<file path="src/tcd_defines.vh">
// Register map, field positions and reset values of the two-channel memory copy engine
`ifndef TCD_DEFINES_VH
`define TCD_DEFINES_VH

// ==========================================
// Register byte offsets
`define TCD_REG_INDEX    6'h00
`define TCD_REG_MODE_LO  6'h04
`define TCD_REG_MODE_HI  6'h08
`define TCD_REG_SRC_LO   6'h0c
`define TCD_REG_SRC_HI   6'h10
`define TCD_REG_DST_LO   6'h14
`define TCD_REG_DST_HI   6'h18
`define TCD_REG_CNT_LO   6'h1c
`define TCD_REG_CNT_HI   6'h20

// ==========================================
// Index and status register fields
`define TCD_IX_CHAN_SEL    0
`define TCD_IX_RELOAD_DIS  1
`define TCD_IX_UFLOW0      2
`define TCD_IX_UFLOW1      3
`define TCD_IX_IRQ0        4
`define TCD_IX_IRQ1        5
`define TCD_IX_SUSP0       6
`define TCD_IX_SUSP1       7

// ==========================================
// Mode register low fields
`define TCD_ML_SRC_STEP_LSB  0
`define TCD_ML_DST_STEP_LSB  2
`define TCD_ML_BURST         4
`define TCD_ML_LATCH_ONLY    5
`define TCD_ML_DIS_UFLOW     6
`define TCD_ML_SOFT_TRIG     7

// ==========================================
// Mode register high fields
`define TCD_MH_SRC_SEL_LSB   0
`define TCD_MH_RELOAD        4
`define TCD_MH_ENABLE        5

// ==========================================
// Address step encodings
`define TCD_STEP_INC  2'h1
`define TCD_STEP_DEC  2'h2

// ==========================================
// Reset values
`define TCD_RST_BYTE  8'h00
`define TCD_RST_WORD  16'h0000

`endif

</file>
<file path="src/tcd_dma_top.v">
// Two-channel memory to memory copy engine with Avalon-MM register slave
//
// Local design decisions: the register addresses and register access over Avalon-MM.
`timescale 1ns/10ps
`include "tcd_defines.vh"

// Behaviour
// Start on selected factor or software trigger
// Mode bit zero steal, one burst
// Steal mode moves one byte per request
// Burst moves whole count per request
// Index bit picks channel for shared registers
// Write control picks latch only or both
// Software reads high first, writes low first
// Writing trigger bit one raises request
// Addresses step up, down, or hold
// Underflow reloads addresses unless reload disabled
// Underflow always reloads count from latch
// Underflow sets interrupt and underflow flags
// Underflow clears enable when option set
// Reload bit copies latches into registers
// Software may mask factor's CPU interrupt; this engine has no such mask
// Sixteen mode bits per channel, two registers
// Channel 0 wins; burst yields between bytes
// Interrupt suspends, sets flag, resumes after
// Enable write resumes suspended transfer
// Disabled channel ignores all requests
module tcd_dma_top #(
    parameter NUM_FACTORS = 16,
    parameter SEL_W = 4
) (
    input wire i_clk_sys,
    input wire i_rstn,
    input wire i_ce,
    input wire [5:0] i_avs_address,
    input wire i_avs_read,
    input wire i_avs_write,
    input wire [31:0] i_avs_writedata,
    input wire [3:0] i_avs_byteenable,
    output reg [31:0] o_avs_readdata,
    output reg o_avs_waitrequest,
    output reg [15:0] o_mem_address,
    output reg o_mem_read,
    output reg o_mem_write,
    output reg [7:0] o_mem_writedata,
    input wire [7:0] i_mem_readdata,
    input wire i_mem_waitrequest,
    input wire [NUM_FACTORS-1:0] i_req_factor,
    input wire i_cpu_irq_active,
    output reg [1:0] o_dma_irq,
    output reg o_busy
);

    localparam ST_IDLE = 2'h0;
    localparam ST_READ = 2'h1;
    localparam ST_WRITE = 2'h2;
    localparam ST_STEP = 2'h3;

    // ==========================================
    // Channel storage
    reg [15:0] src [0:1];
    reg [15:0] dst [0:1];
    reg [15:0] cnt [0:1];
    reg [15:0] src_latch [0:1];
    reg [15:0] dst_latch [0:1];
    reg [15:0] cnt_latch [0:1];
    reg [6:0] mode_lo [0:1];
    reg [SEL_W-1:0] hw_request_source_sel [0:1];
    reg [1:0] channel_enable_bit;
    reg chan_sel;
    reg reload_dis;
    reg [1:0] uflow;
    reg [1:0] suspend_flag;
    reg [1:0] resume_ovr;
    reg [1:0] pend;
    reg [1:0] burst;
    reg [1:0] soft_trig;
    reg [7:0] wr_temp;
    reg [7:0] rd_temp;
    reg irq_prev;
    reg [1:0] state;
    reg cur;

    wire [1:0] req_ev;
    wire [1:0] elig;
    wire bus_wr;
    wire bus_rd;
    wire irq_fall;
    integer c;

    function [15:0] step_addr;
        input [15:0] a;
        input [1:0] m;
        begin
            case (m)
                `TCD_STEP_INC: step_addr = a + 16'h0001;
                `TCD_STEP_DEC: step_addr = a - 16'h0001;
                default: step_addr = a;
            endcase
        end
    endfunction

    // ==========================================
    // Request detectors
    tcd_req_detect #(
        .NUM_FACTORS(NUM_FACTORS),
        .SEL_W(SEL_W)
    ) u_req0 (
        .i_clk_sys(i_clk_sys),
        .i_rstn(i_rstn),
        .i_ce(i_ce),
        .i_factor(i_req_factor),
        .i_sel(hw_request_source_sel[0]),
        .i_enable(channel_enable_bit[0]),
        .i_soft_trig(soft_trig[0]),
        .o_req(req_ev[0])
    );

    tcd_req_detect #(
        .NUM_FACTORS(NUM_FACTORS),
        .SEL_W(SEL_W)
    ) u_req1 (
        .i_clk_sys(i_clk_sys),
        .i_rstn(i_rstn),
        .i_ce(i_ce),
        .i_factor(i_req_factor),
        .i_sel(hw_request_source_sel[1]),
        .i_enable(channel_enable_bit[1]),
        .i_soft_trig(soft_trig[1]),
        .o_req(req_ev[1])
    );

    // A channel may run only when enabled and not held by a CPU interrupt
    assign elig[0] = channel_enable_bit[0] & (pend[0] | burst[0])
        & (~i_cpu_irq_active | resume_ovr[0]);
    assign elig[1] = channel_enable_bit[1] & (pend[1] | burst[1])
        & (~i_cpu_irq_active | resume_ovr[1]);
    assign bus_wr = i_avs_write & ~o_avs_waitrequest & i_avs_byteenable[0];
    assign bus_rd = i_avs_read & ~o_avs_waitrequest;
    assign irq_fall = irq_prev & ~i_cpu_irq_active;

    // ==========================================
    // Bus slave handshake and read data
    // One wait cycle per access; read data is built while waitrequest is high
    always @(posedge i_clk_sys) begin
        if (!i_rstn) begin
            o_avs_waitrequest <= 1'b1;
            o_avs_readdata <= 32'h00000000;
        end else if (i_ce) begin
            if ((i_avs_read | i_avs_write) & o_avs_waitrequest) begin
                o_avs_waitrequest <= 1'b0;
                o_avs_readdata <= 32'h00000000;
                case (i_avs_address)
                    `TCD_REG_INDEX: begin
                        o_avs_readdata[7:0] <= {suspend_flag, o_dma_irq, uflow,
                            reload_dis, chan_sel};
                    end
                    `TCD_REG_MODE_LO: begin
                        o_avs_readdata[7:0] <= {1'b0, mode_lo[chan_sel]};
                    end
                    `TCD_REG_MODE_HI: begin
                        o_avs_readdata[7:0] <= {2'h0, channel_enable_bit[chan_sel], 1'b0,
                            hw_request_source_sel[chan_sel]};
                    end
                    `TCD_REG_SRC_HI: o_avs_readdata[7:0] <= src[chan_sel][15:8];
                    `TCD_REG_DST_HI: o_avs_readdata[7:0] <= dst[chan_sel][15:8];
                    `TCD_REG_CNT_HI: o_avs_readdata[7:0] <= cnt[chan_sel][15:8];
                    `TCD_REG_SRC_LO: o_avs_readdata[7:0] <= rd_temp;
                    `TCD_REG_DST_LO: o_avs_readdata[7:0] <= rd_temp;
                    `TCD_REG_CNT_LO: o_avs_readdata[7:0] <= rd_temp;
                    default: o_avs_readdata <= 32'h00000000;
                endcase
            end else begin
                o_avs_waitrequest <= 1'b1;
            end
        end
    end

    // ==========================================
    // Registers, flags and copy engine
    // Engine updates come after bus writes, so hardware events win same-cycle clears
    always @(posedge i_clk_sys) begin
        if (!i_rstn) begin
            for (c = 0; c < 2; c = c + 1) begin
                src[c] <= `TCD_RST_WORD;
                dst[c] <= `TCD_RST_WORD;
                cnt[c] <= `TCD_RST_WORD;
                src_latch[c] <= `TCD_RST_WORD;
                dst_latch[c] <= `TCD_RST_WORD;
                cnt_latch[c] <= `TCD_RST_WORD;
                mode_lo[c] <= 7'h00;
                hw_request_source_sel[c] <= {SEL_W{1'b0}};
            end
            channel_enable_bit <= 2'h0;
            chan_sel <= 1'b0;
            reload_dis <= 1'b0;
            uflow <= 2'h0;
            o_dma_irq <= 2'h0;
            suspend_flag <= 2'h0;
            resume_ovr <= 2'h0;
            pend <= 2'h0;
            burst <= 2'h0;
            soft_trig <= 2'h0;
            wr_temp <= `TCD_RST_BYTE;
            rd_temp <= `TCD_RST_BYTE;
            irq_prev <= 1'b0;
            state <= ST_IDLE;
            cur <= 1'b0;
            o_mem_address <= `TCD_RST_WORD;
            o_mem_read <= 1'b0;
            o_mem_write <= 1'b0;
            o_mem_writedata <= `TCD_RST_BYTE;
            o_busy <= 1'b0;
        end else if (i_ce) begin
            soft_trig <= 2'h0;
            irq_prev <= i_cpu_irq_active;

            // Register reads with side effects
            if (bus_rd) begin
                case (i_avs_address)
                    `TCD_REG_SRC_HI: rd_temp <= src[chan_sel][7:0];
                    `TCD_REG_DST_HI: rd_temp <= dst[chan_sel][7:0];
                    `TCD_REG_CNT_HI: rd_temp <= cnt[chan_sel][7:0];
                    default: rd_temp <= rd_temp;
                endcase
            end

            // Register writes; the high byte write commits the word
            if (bus_wr) begin
                case (i_avs_address)
                    `TCD_REG_INDEX: begin
                        chan_sel <= i_avs_writedata[`TCD_IX_CHAN_SEL];
                        reload_dis <= i_avs_writedata[`TCD_IX_RELOAD_DIS];
                        uflow <= uflow & ~i_avs_writedata[`TCD_IX_UFLOW1:`TCD_IX_UFLOW0];
                        o_dma_irq <= o_dma_irq & ~i_avs_writedata[`TCD_IX_IRQ1:`TCD_IX_IRQ0];
                    end
                    `TCD_REG_MODE_LO: begin
                        mode_lo[chan_sel] <= i_avs_writedata[6:0];
                        soft_trig[chan_sel] <= i_avs_writedata[`TCD_ML_SOFT_TRIG];
                    end
                    `TCD_REG_MODE_HI: begin
                        hw_request_source_sel[chan_sel] <=
                            i_avs_writedata[`TCD_MH_SRC_SEL_LSB +: SEL_W];
                        channel_enable_bit[chan_sel] <= i_avs_writedata[`TCD_MH_ENABLE];
                        if (i_avs_writedata[`TCD_MH_ENABLE] & suspend_flag[chan_sel]) begin
                            resume_ovr[chan_sel] <= 1'b1;
                        end
                        if (i_avs_writedata[`TCD_MH_RELOAD]) begin
                            src[chan_sel] <= src_latch[chan_sel];
                            dst[chan_sel] <= dst_latch[chan_sel];
                            cnt[chan_sel] <= cnt_latch[chan_sel];
                        end
                    end
                    `TCD_REG_SRC_LO: wr_temp <= i_avs_writedata[7:0];
                    `TCD_REG_DST_LO: wr_temp <= i_avs_writedata[7:0];
                    `TCD_REG_CNT_LO: wr_temp <= i_avs_writedata[7:0];
                    `TCD_REG_SRC_HI: begin
                        src_latch[chan_sel] <= {i_avs_writedata[7:0], wr_temp};
                        if (!mode_lo[chan_sel][`TCD_ML_LATCH_ONLY]) begin
                            src[chan_sel] <= {i_avs_writedata[7:0], wr_temp};
                        end
                    end
                    `TCD_REG_DST_HI: begin
                        dst_latch[chan_sel] <= {i_avs_writedata[7:0], wr_temp};
                        if (!mode_lo[chan_sel][`TCD_ML_LATCH_ONLY]) begin
                            dst[chan_sel] <= {i_avs_writedata[7:0], wr_temp};
                        end
                    end
                    `TCD_REG_CNT_HI: begin
                        cnt_latch[chan_sel] <= {i_avs_writedata[7:0], wr_temp};
                        if (!mode_lo[chan_sel][`TCD_ML_LATCH_ONLY]) begin
                            cnt[chan_sel] <= {i_avs_writedata[7:0], wr_temp};
                        end
                    end
                    default: wr_temp <= wr_temp;
                endcase
            end

            // Suspension follows the CPU interrupt level
            for (c = 0; c < 2; c = c + 1) begin
                if (irq_fall) begin
                    suspend_flag[c] <= 1'b0;
                    resume_ovr[c] <= 1'b0;
                end else if (i_cpu_irq_active & channel_enable_bit[c]
                    & (pend[c] | burst[c]) & ~resume_ovr[c]) begin
                    suspend_flag[c] <= 1'b1;
                end
            end

            // Request capture; a new request beats the acceptance clear
            for (c = 0; c < 2; c = c + 1) begin
                if (req_ev[c]) begin
                    pend[c] <= 1'b1;
                end
            end

            case (state)
                ST_IDLE: begin
                    // Returning here after every byte lets channel 0 cut into a burst
                    if (elig[0] | elig[1]) begin
                        cur <= ~elig[0];
                        state <= ST_READ;
                        o_busy <= 1'b1;
                        o_mem_read <= 1'b1;
                        o_mem_address <= elig[0] ? src[0] : src[1];
                        if (elig[0]) begin
                            pend[0] <= req_ev[0];
                            burst[0] <= mode_lo[0][`TCD_ML_BURST];
                        end else begin
                            pend[1] <= req_ev[1];
                            burst[1] <= mode_lo[1][`TCD_ML_BURST];
                        end
                    end else begin
                        o_busy <= 1'b0;
                    end
                end
                ST_READ: begin
                    if (!i_mem_waitrequest) begin
                        o_mem_read <= 1'b0;
                        o_mem_write <= 1'b1;
                        o_mem_address <= dst[cur];
                        o_mem_writedata <= i_mem_readdata;
                        state <= ST_WRITE;
                    end
                end
                ST_WRITE: begin
                    if (!i_mem_waitrequest) begin
                        o_mem_write <= 1'b0;
                        state <= ST_STEP;
                    end
                end
                ST_STEP: begin
                    state <= ST_IDLE;
                    if (cnt[cur] == 16'h0000) begin
                        cnt[cur] <= cnt_latch[cur];
                        burst[cur] <= 1'b0;
                        uflow[cur] <= 1'b1;
                        o_dma_irq[cur] <= 1'b1;
                        if (mode_lo[cur][`TCD_ML_DIS_UFLOW]) begin
                            channel_enable_bit[cur] <= 1'b0;
                        end
                        if (!reload_dis) begin
                            src[cur] <= src_latch[cur];
                            dst[cur] <= dst_latch[cur];
                        end else begin
                            src[cur] <= step_addr(src[cur],
                                mode_lo[cur][`TCD_ML_SRC_STEP_LSB +: 2]);
                            dst[cur] <= step_addr(dst[cur],
                                mode_lo[cur][`TCD_ML_DST_STEP_LSB +: 2]);
                        end
                    end else begin
                        cnt[cur] <= cnt[cur] - 16'h0001;
                        src[cur] <= step_addr(src[cur],
                            mode_lo[cur][`TCD_ML_SRC_STEP_LSB +: 2]);
                        dst[cur] <= step_addr(dst[cur],
                            mode_lo[cur][`TCD_ML_DST_STEP_LSB +: 2]);
                    end
                end
                default: state <= ST_IDLE;
            endcase
        end
    end

endmodule

</file>
<file path="src/tcd_req_detect.v">
// Request detector for one channel: selected factor edge or software trigger
`timescale 1ns/10ps

module tcd_req_detect #(
    parameter NUM_FACTORS = 16,
    parameter SEL_W = 4
) (
    input wire i_clk_sys,
    input wire i_rstn,
    input wire i_ce,
    input wire [NUM_FACTORS-1:0] i_factor,
    input wire [SEL_W-1:0] i_sel,
    input wire i_enable,
    input wire i_soft_trig,
    output reg o_req
);

    wire sel_level;
    reg sel_prev;

    assign sel_level = i_factor[i_sel];

    // ==========================================
    // Edge of the chosen factor, so a level held high counts once
    always @(posedge i_clk_sys) begin
        if (!i_rstn) begin
            sel_prev <= 1'b0;
            o_req <= 1'b0;
        end else if (i_ce) begin
            sel_prev <= sel_level;
            o_req <= i_enable & ((sel_level & ~sel_prev) | i_soft_trig);
        end
    end

endmodule

</file>
<file path="config.mk">
export PLATFORM = sky130hd
export DESIGN_NAME = tcd_dma_top
export DESIGN_NICKNAME = d
export VERILOG_FILES = /design/src/tcd_dma_top.v /design/src/tcd_req_detect.v
export VERILOG_INCLUDE_DIRS = /design/src
export SDC_FILE = /design/constraint.sdc
export NUM_CORES = 1
export LEC_CHECK = 0
export BUFFER_PORTS_ARGS = -buffer_cell sky130_fd_sc_hd__buf_2
export CAP_MARGIN = 20
export CORE_UTILIZATION = 51
export CTS_CLUSTER_SIZE = 14
export DETAILED_ROUTE_END_ITERATION = 6
export GPL_ROUTABILITY_DRIVEN = 0
export PLACE_DENSITY_LB_ADDON = 0.2
export SETUP_SLACK_MARGIN = 0.5
export SYNTH_ARGS = -nofsm -noshare
export SYNTH_HDL_FRONTEND = slang
export SYNTH_HIERARCHICAL = 1
export SYNTH_SLANG_ARGS = --single-unit
</file>
<file path="constraint.sdc">
create_clock -name i_clk_sys -period 7.1 [get_ports i_clk_sys]
set_input_delay 1.065 -clock i_clk_sys [delete_from_list [all_inputs] [get_ports i_clk_sys]]
set_output_delay 1.065 -clock i_clk_sys [all_outputs]
set_load 0.02 [all_outputs]
</file>
==> results.yml <==
detailed_routing:
  wirelength_um: 57800
  vias: 15690
  post_drt_wl_per_cell_um: 23.77
  ant_nets: 0
  post-route-drc-count: 0
  via_per_inst: 6.450
  drtPass1Iterations: 5
  drt_iter0_drc: 1692
job:
  cap_viol_max_count: 0
global_routing:
  overflow: 0
  grt_pass1_vias: 14610
  track_usage: 0.3031
  grt_pass1_wl_um: 87660
  grt_max_degree: 86
  antenna_found_initial: 0
worst_setup_path:
  cp_cell_sequence: "buf_4 -> mux2i_1 -> ha_1 -> o21ai_0 -> or4_4 -> nor3_4 -> a21o_1 -> a21oi_1 -> o21ai_0 -> o21ai_0 -> o22ai_1"
  cp_common_cell: "o21ai_0"
  cp-end-kind: "flip-flop"
  crit_type: "reg2reg"
  cp-start-kind: "flip-flop"
  crit_fanout: 47
  cp_top_family: "compound AO/OA/AOI/OAI gates"
  crit_slowest_cell: "a21o_1"
  arrival_ns: 5.53
  worstPathRequired_ns: 7.45
  regToRegSetupSlack_ns: 1.92
  path_buf_inv: 1
  crit_path_max_incr_delay_ns: 0.91
cts:
  cts_made_buffers: 35
  cts_buffer_depth: 3
  clock_sinks: 294
  clk_latency_ns: 0.54
  cts_htree_levels: 2
  path_clk_slew_ns: 0.06
  cts_resized: 0
  post_cts_buffers: 0
  cts-root-buf: "clkbuf_16"
  hold_buffers: 0
  cts_tree: "yes"
timing:
  rsz0062_at_grt: "no"
  finalCriticalPeriod_ns: 5.184
  tns_ns: 0
  finalMaxSlewViolations: 0
  hold_slack_ns: 0.4455
  max_slew_margin: 0.2518
  post-route-period-util: 0.7301
  worstMarginPinSlew_ns: 1.091
  hold_viol: 0
  postLayoutSetupSlackWorst_ns: 1.916
  finalClockSkew_ns: 0.03160
  fmax_ghz: 0.1929
  setup_viol: 0
placement:
  port-buffer-count: 83
  placedCellCount: 2367
  dp_hpwl_um: 39200
  dp_slack_ns: 1.965
power:
  peakVddDrop_mv: 0.1398
  p_leak_nw: 7.174
  p_per_area_nw_per_um2: 195.3
final_layout:
  instances_no_fill: 2432
  n_antenna_cell: 0
  syn_to_final_growth_pct: 8.593
  final_nets: 2038
  drive_above_1_share: 0.1162
  final_common_cell: "edfxtp_1"
  postLayoutCoreUtil: 0.5671
  layout_common_cells: "edfxtp_1, mux2i_1, nand2_1, and2_1, a21oi_1"
floorplanning:
  die-area_sq_um: 37540
  ioPinCount: 135
  fp.dieH_um: 193.8
  core.rowCount: 69
  core-area_sq_um: 35910
  die_w_um: 193.8
  initial_core_util: 0.5222
yosys:
  ys_ff_latch: 294
  synthFlopType: "edfxtp_1"
  synth_edf_count: 214
  synthesis.area_sq_um: 18750
  synth_warnings: 6
  yosysUniqueCellTypes: 83
  synth_cells: 1947
  syn_area_per_cell_sq_um: 9.632
  async_reset_ff_frac: 0
  seq_area_frac_synth: 0.4280
run_status:
  run_status: "finished clean"
hold_path:
  hp-class: "reg2reg"
-- routing by layer --
| layer | track usage | routed length, um | vias to the layer above |
|---|---|---|---|
| met3 | 0.04609 | 5388 | 128 |
| li1 | - | - | 7177 |
| met2 | 0.4579 | 25220 | 831 |
| met1 | 0.4332 | 24790 | 7550 |
| met5 | 0 | 0 | - |
| met4 | 0.1268 | 2404 | 0 |
-- cell type report --
cell class / count / area [sq um]
sequential: 294 / 8035
timing repair buffer: 113 / 658.1
tap: 461 / 576.8
multi-input combinational: 1473 / 9874
clock buffer: 42 / 922.1
inverter: 29 / 108.9
fill: 3146 / 15550
clock inverter: 20 / 190.2
-- final timing paths --
kind,from,end,cells past startpoint
setup / recovery,flip-flop,src[1][10],11
hold / removal,u_req1/sel_prev,u_req1/o_req,1
setup reg to reg,flip-flop,src[1][10],11
hold reg to reg,u_req1/sel_prev,u_req1/o_req,1
-- cells in the mapped netlist, types with 30 or more instances --
cell	count	area, sq um
a211oi_1	44	330.3
o22ai_1	76	475.5
edfxtp_1	214	6426
nor3_1	52	260.3
nor2b_1	49	306.5
clkbuf_1	103	386.6
dfxtp_1	80	1602
a21oi_1	138	690.7
nand2_1	146	548.0
mux2i_1	190	1902
nor2_1	132	495.5
mux2_2	30	337.8
o21ai_0	76	380.4
xnor2_1	40	350.3
and2_1	142	888.4
nand3_1	38	190.2
-- flip-flops by register name, indices dropped and copies added, names as in the netlist, 8 cells and up, named ones only --
name,count
o_avs_readdata,8
o_mem_address,16
hw_request_source_sel,8
src_latch,32
cnt,32
rd_temp,8
cnt_latch,32
wr_temp,8
dst,32
dst_latch,32
src,32
o_mem_writedata,8
mode_lo,14
-- stage by stage --
stage	total power, mW	instance area [sq um]
final	3.977	20370
after global routing	4.074	20370
after CTS	3.980	20330
after detailed placement	2.237	19210
after global placement	2.228	19210
after floorplan	2.142	18840
-- report_power, final --
part / internal, mW / switching, mW
Sequential: 1.88 / 0.0422
Clock: 1.04 / 0.730
Combinational: 0.0940 / 0.193
-- kinds of logic after synthesis --
logic type | count (synthesis) | synth area share
buffers and inverters | 203 | 0.05130
XOR/XNOR | 47 | 0.02195
adder cells (fa/ha/maj) | 19 | 0.01268
multiplexers | 231 | 0.1312
other | 1 | 0.0002000
AO/OA/AOI/OAI | 522 | 0.1849
AND/OR/NAND/NOR | 630 | 0.1698
flip-flops | 294 | 0.4280
No activity file was read; power rests on OpenSTA's default activity.
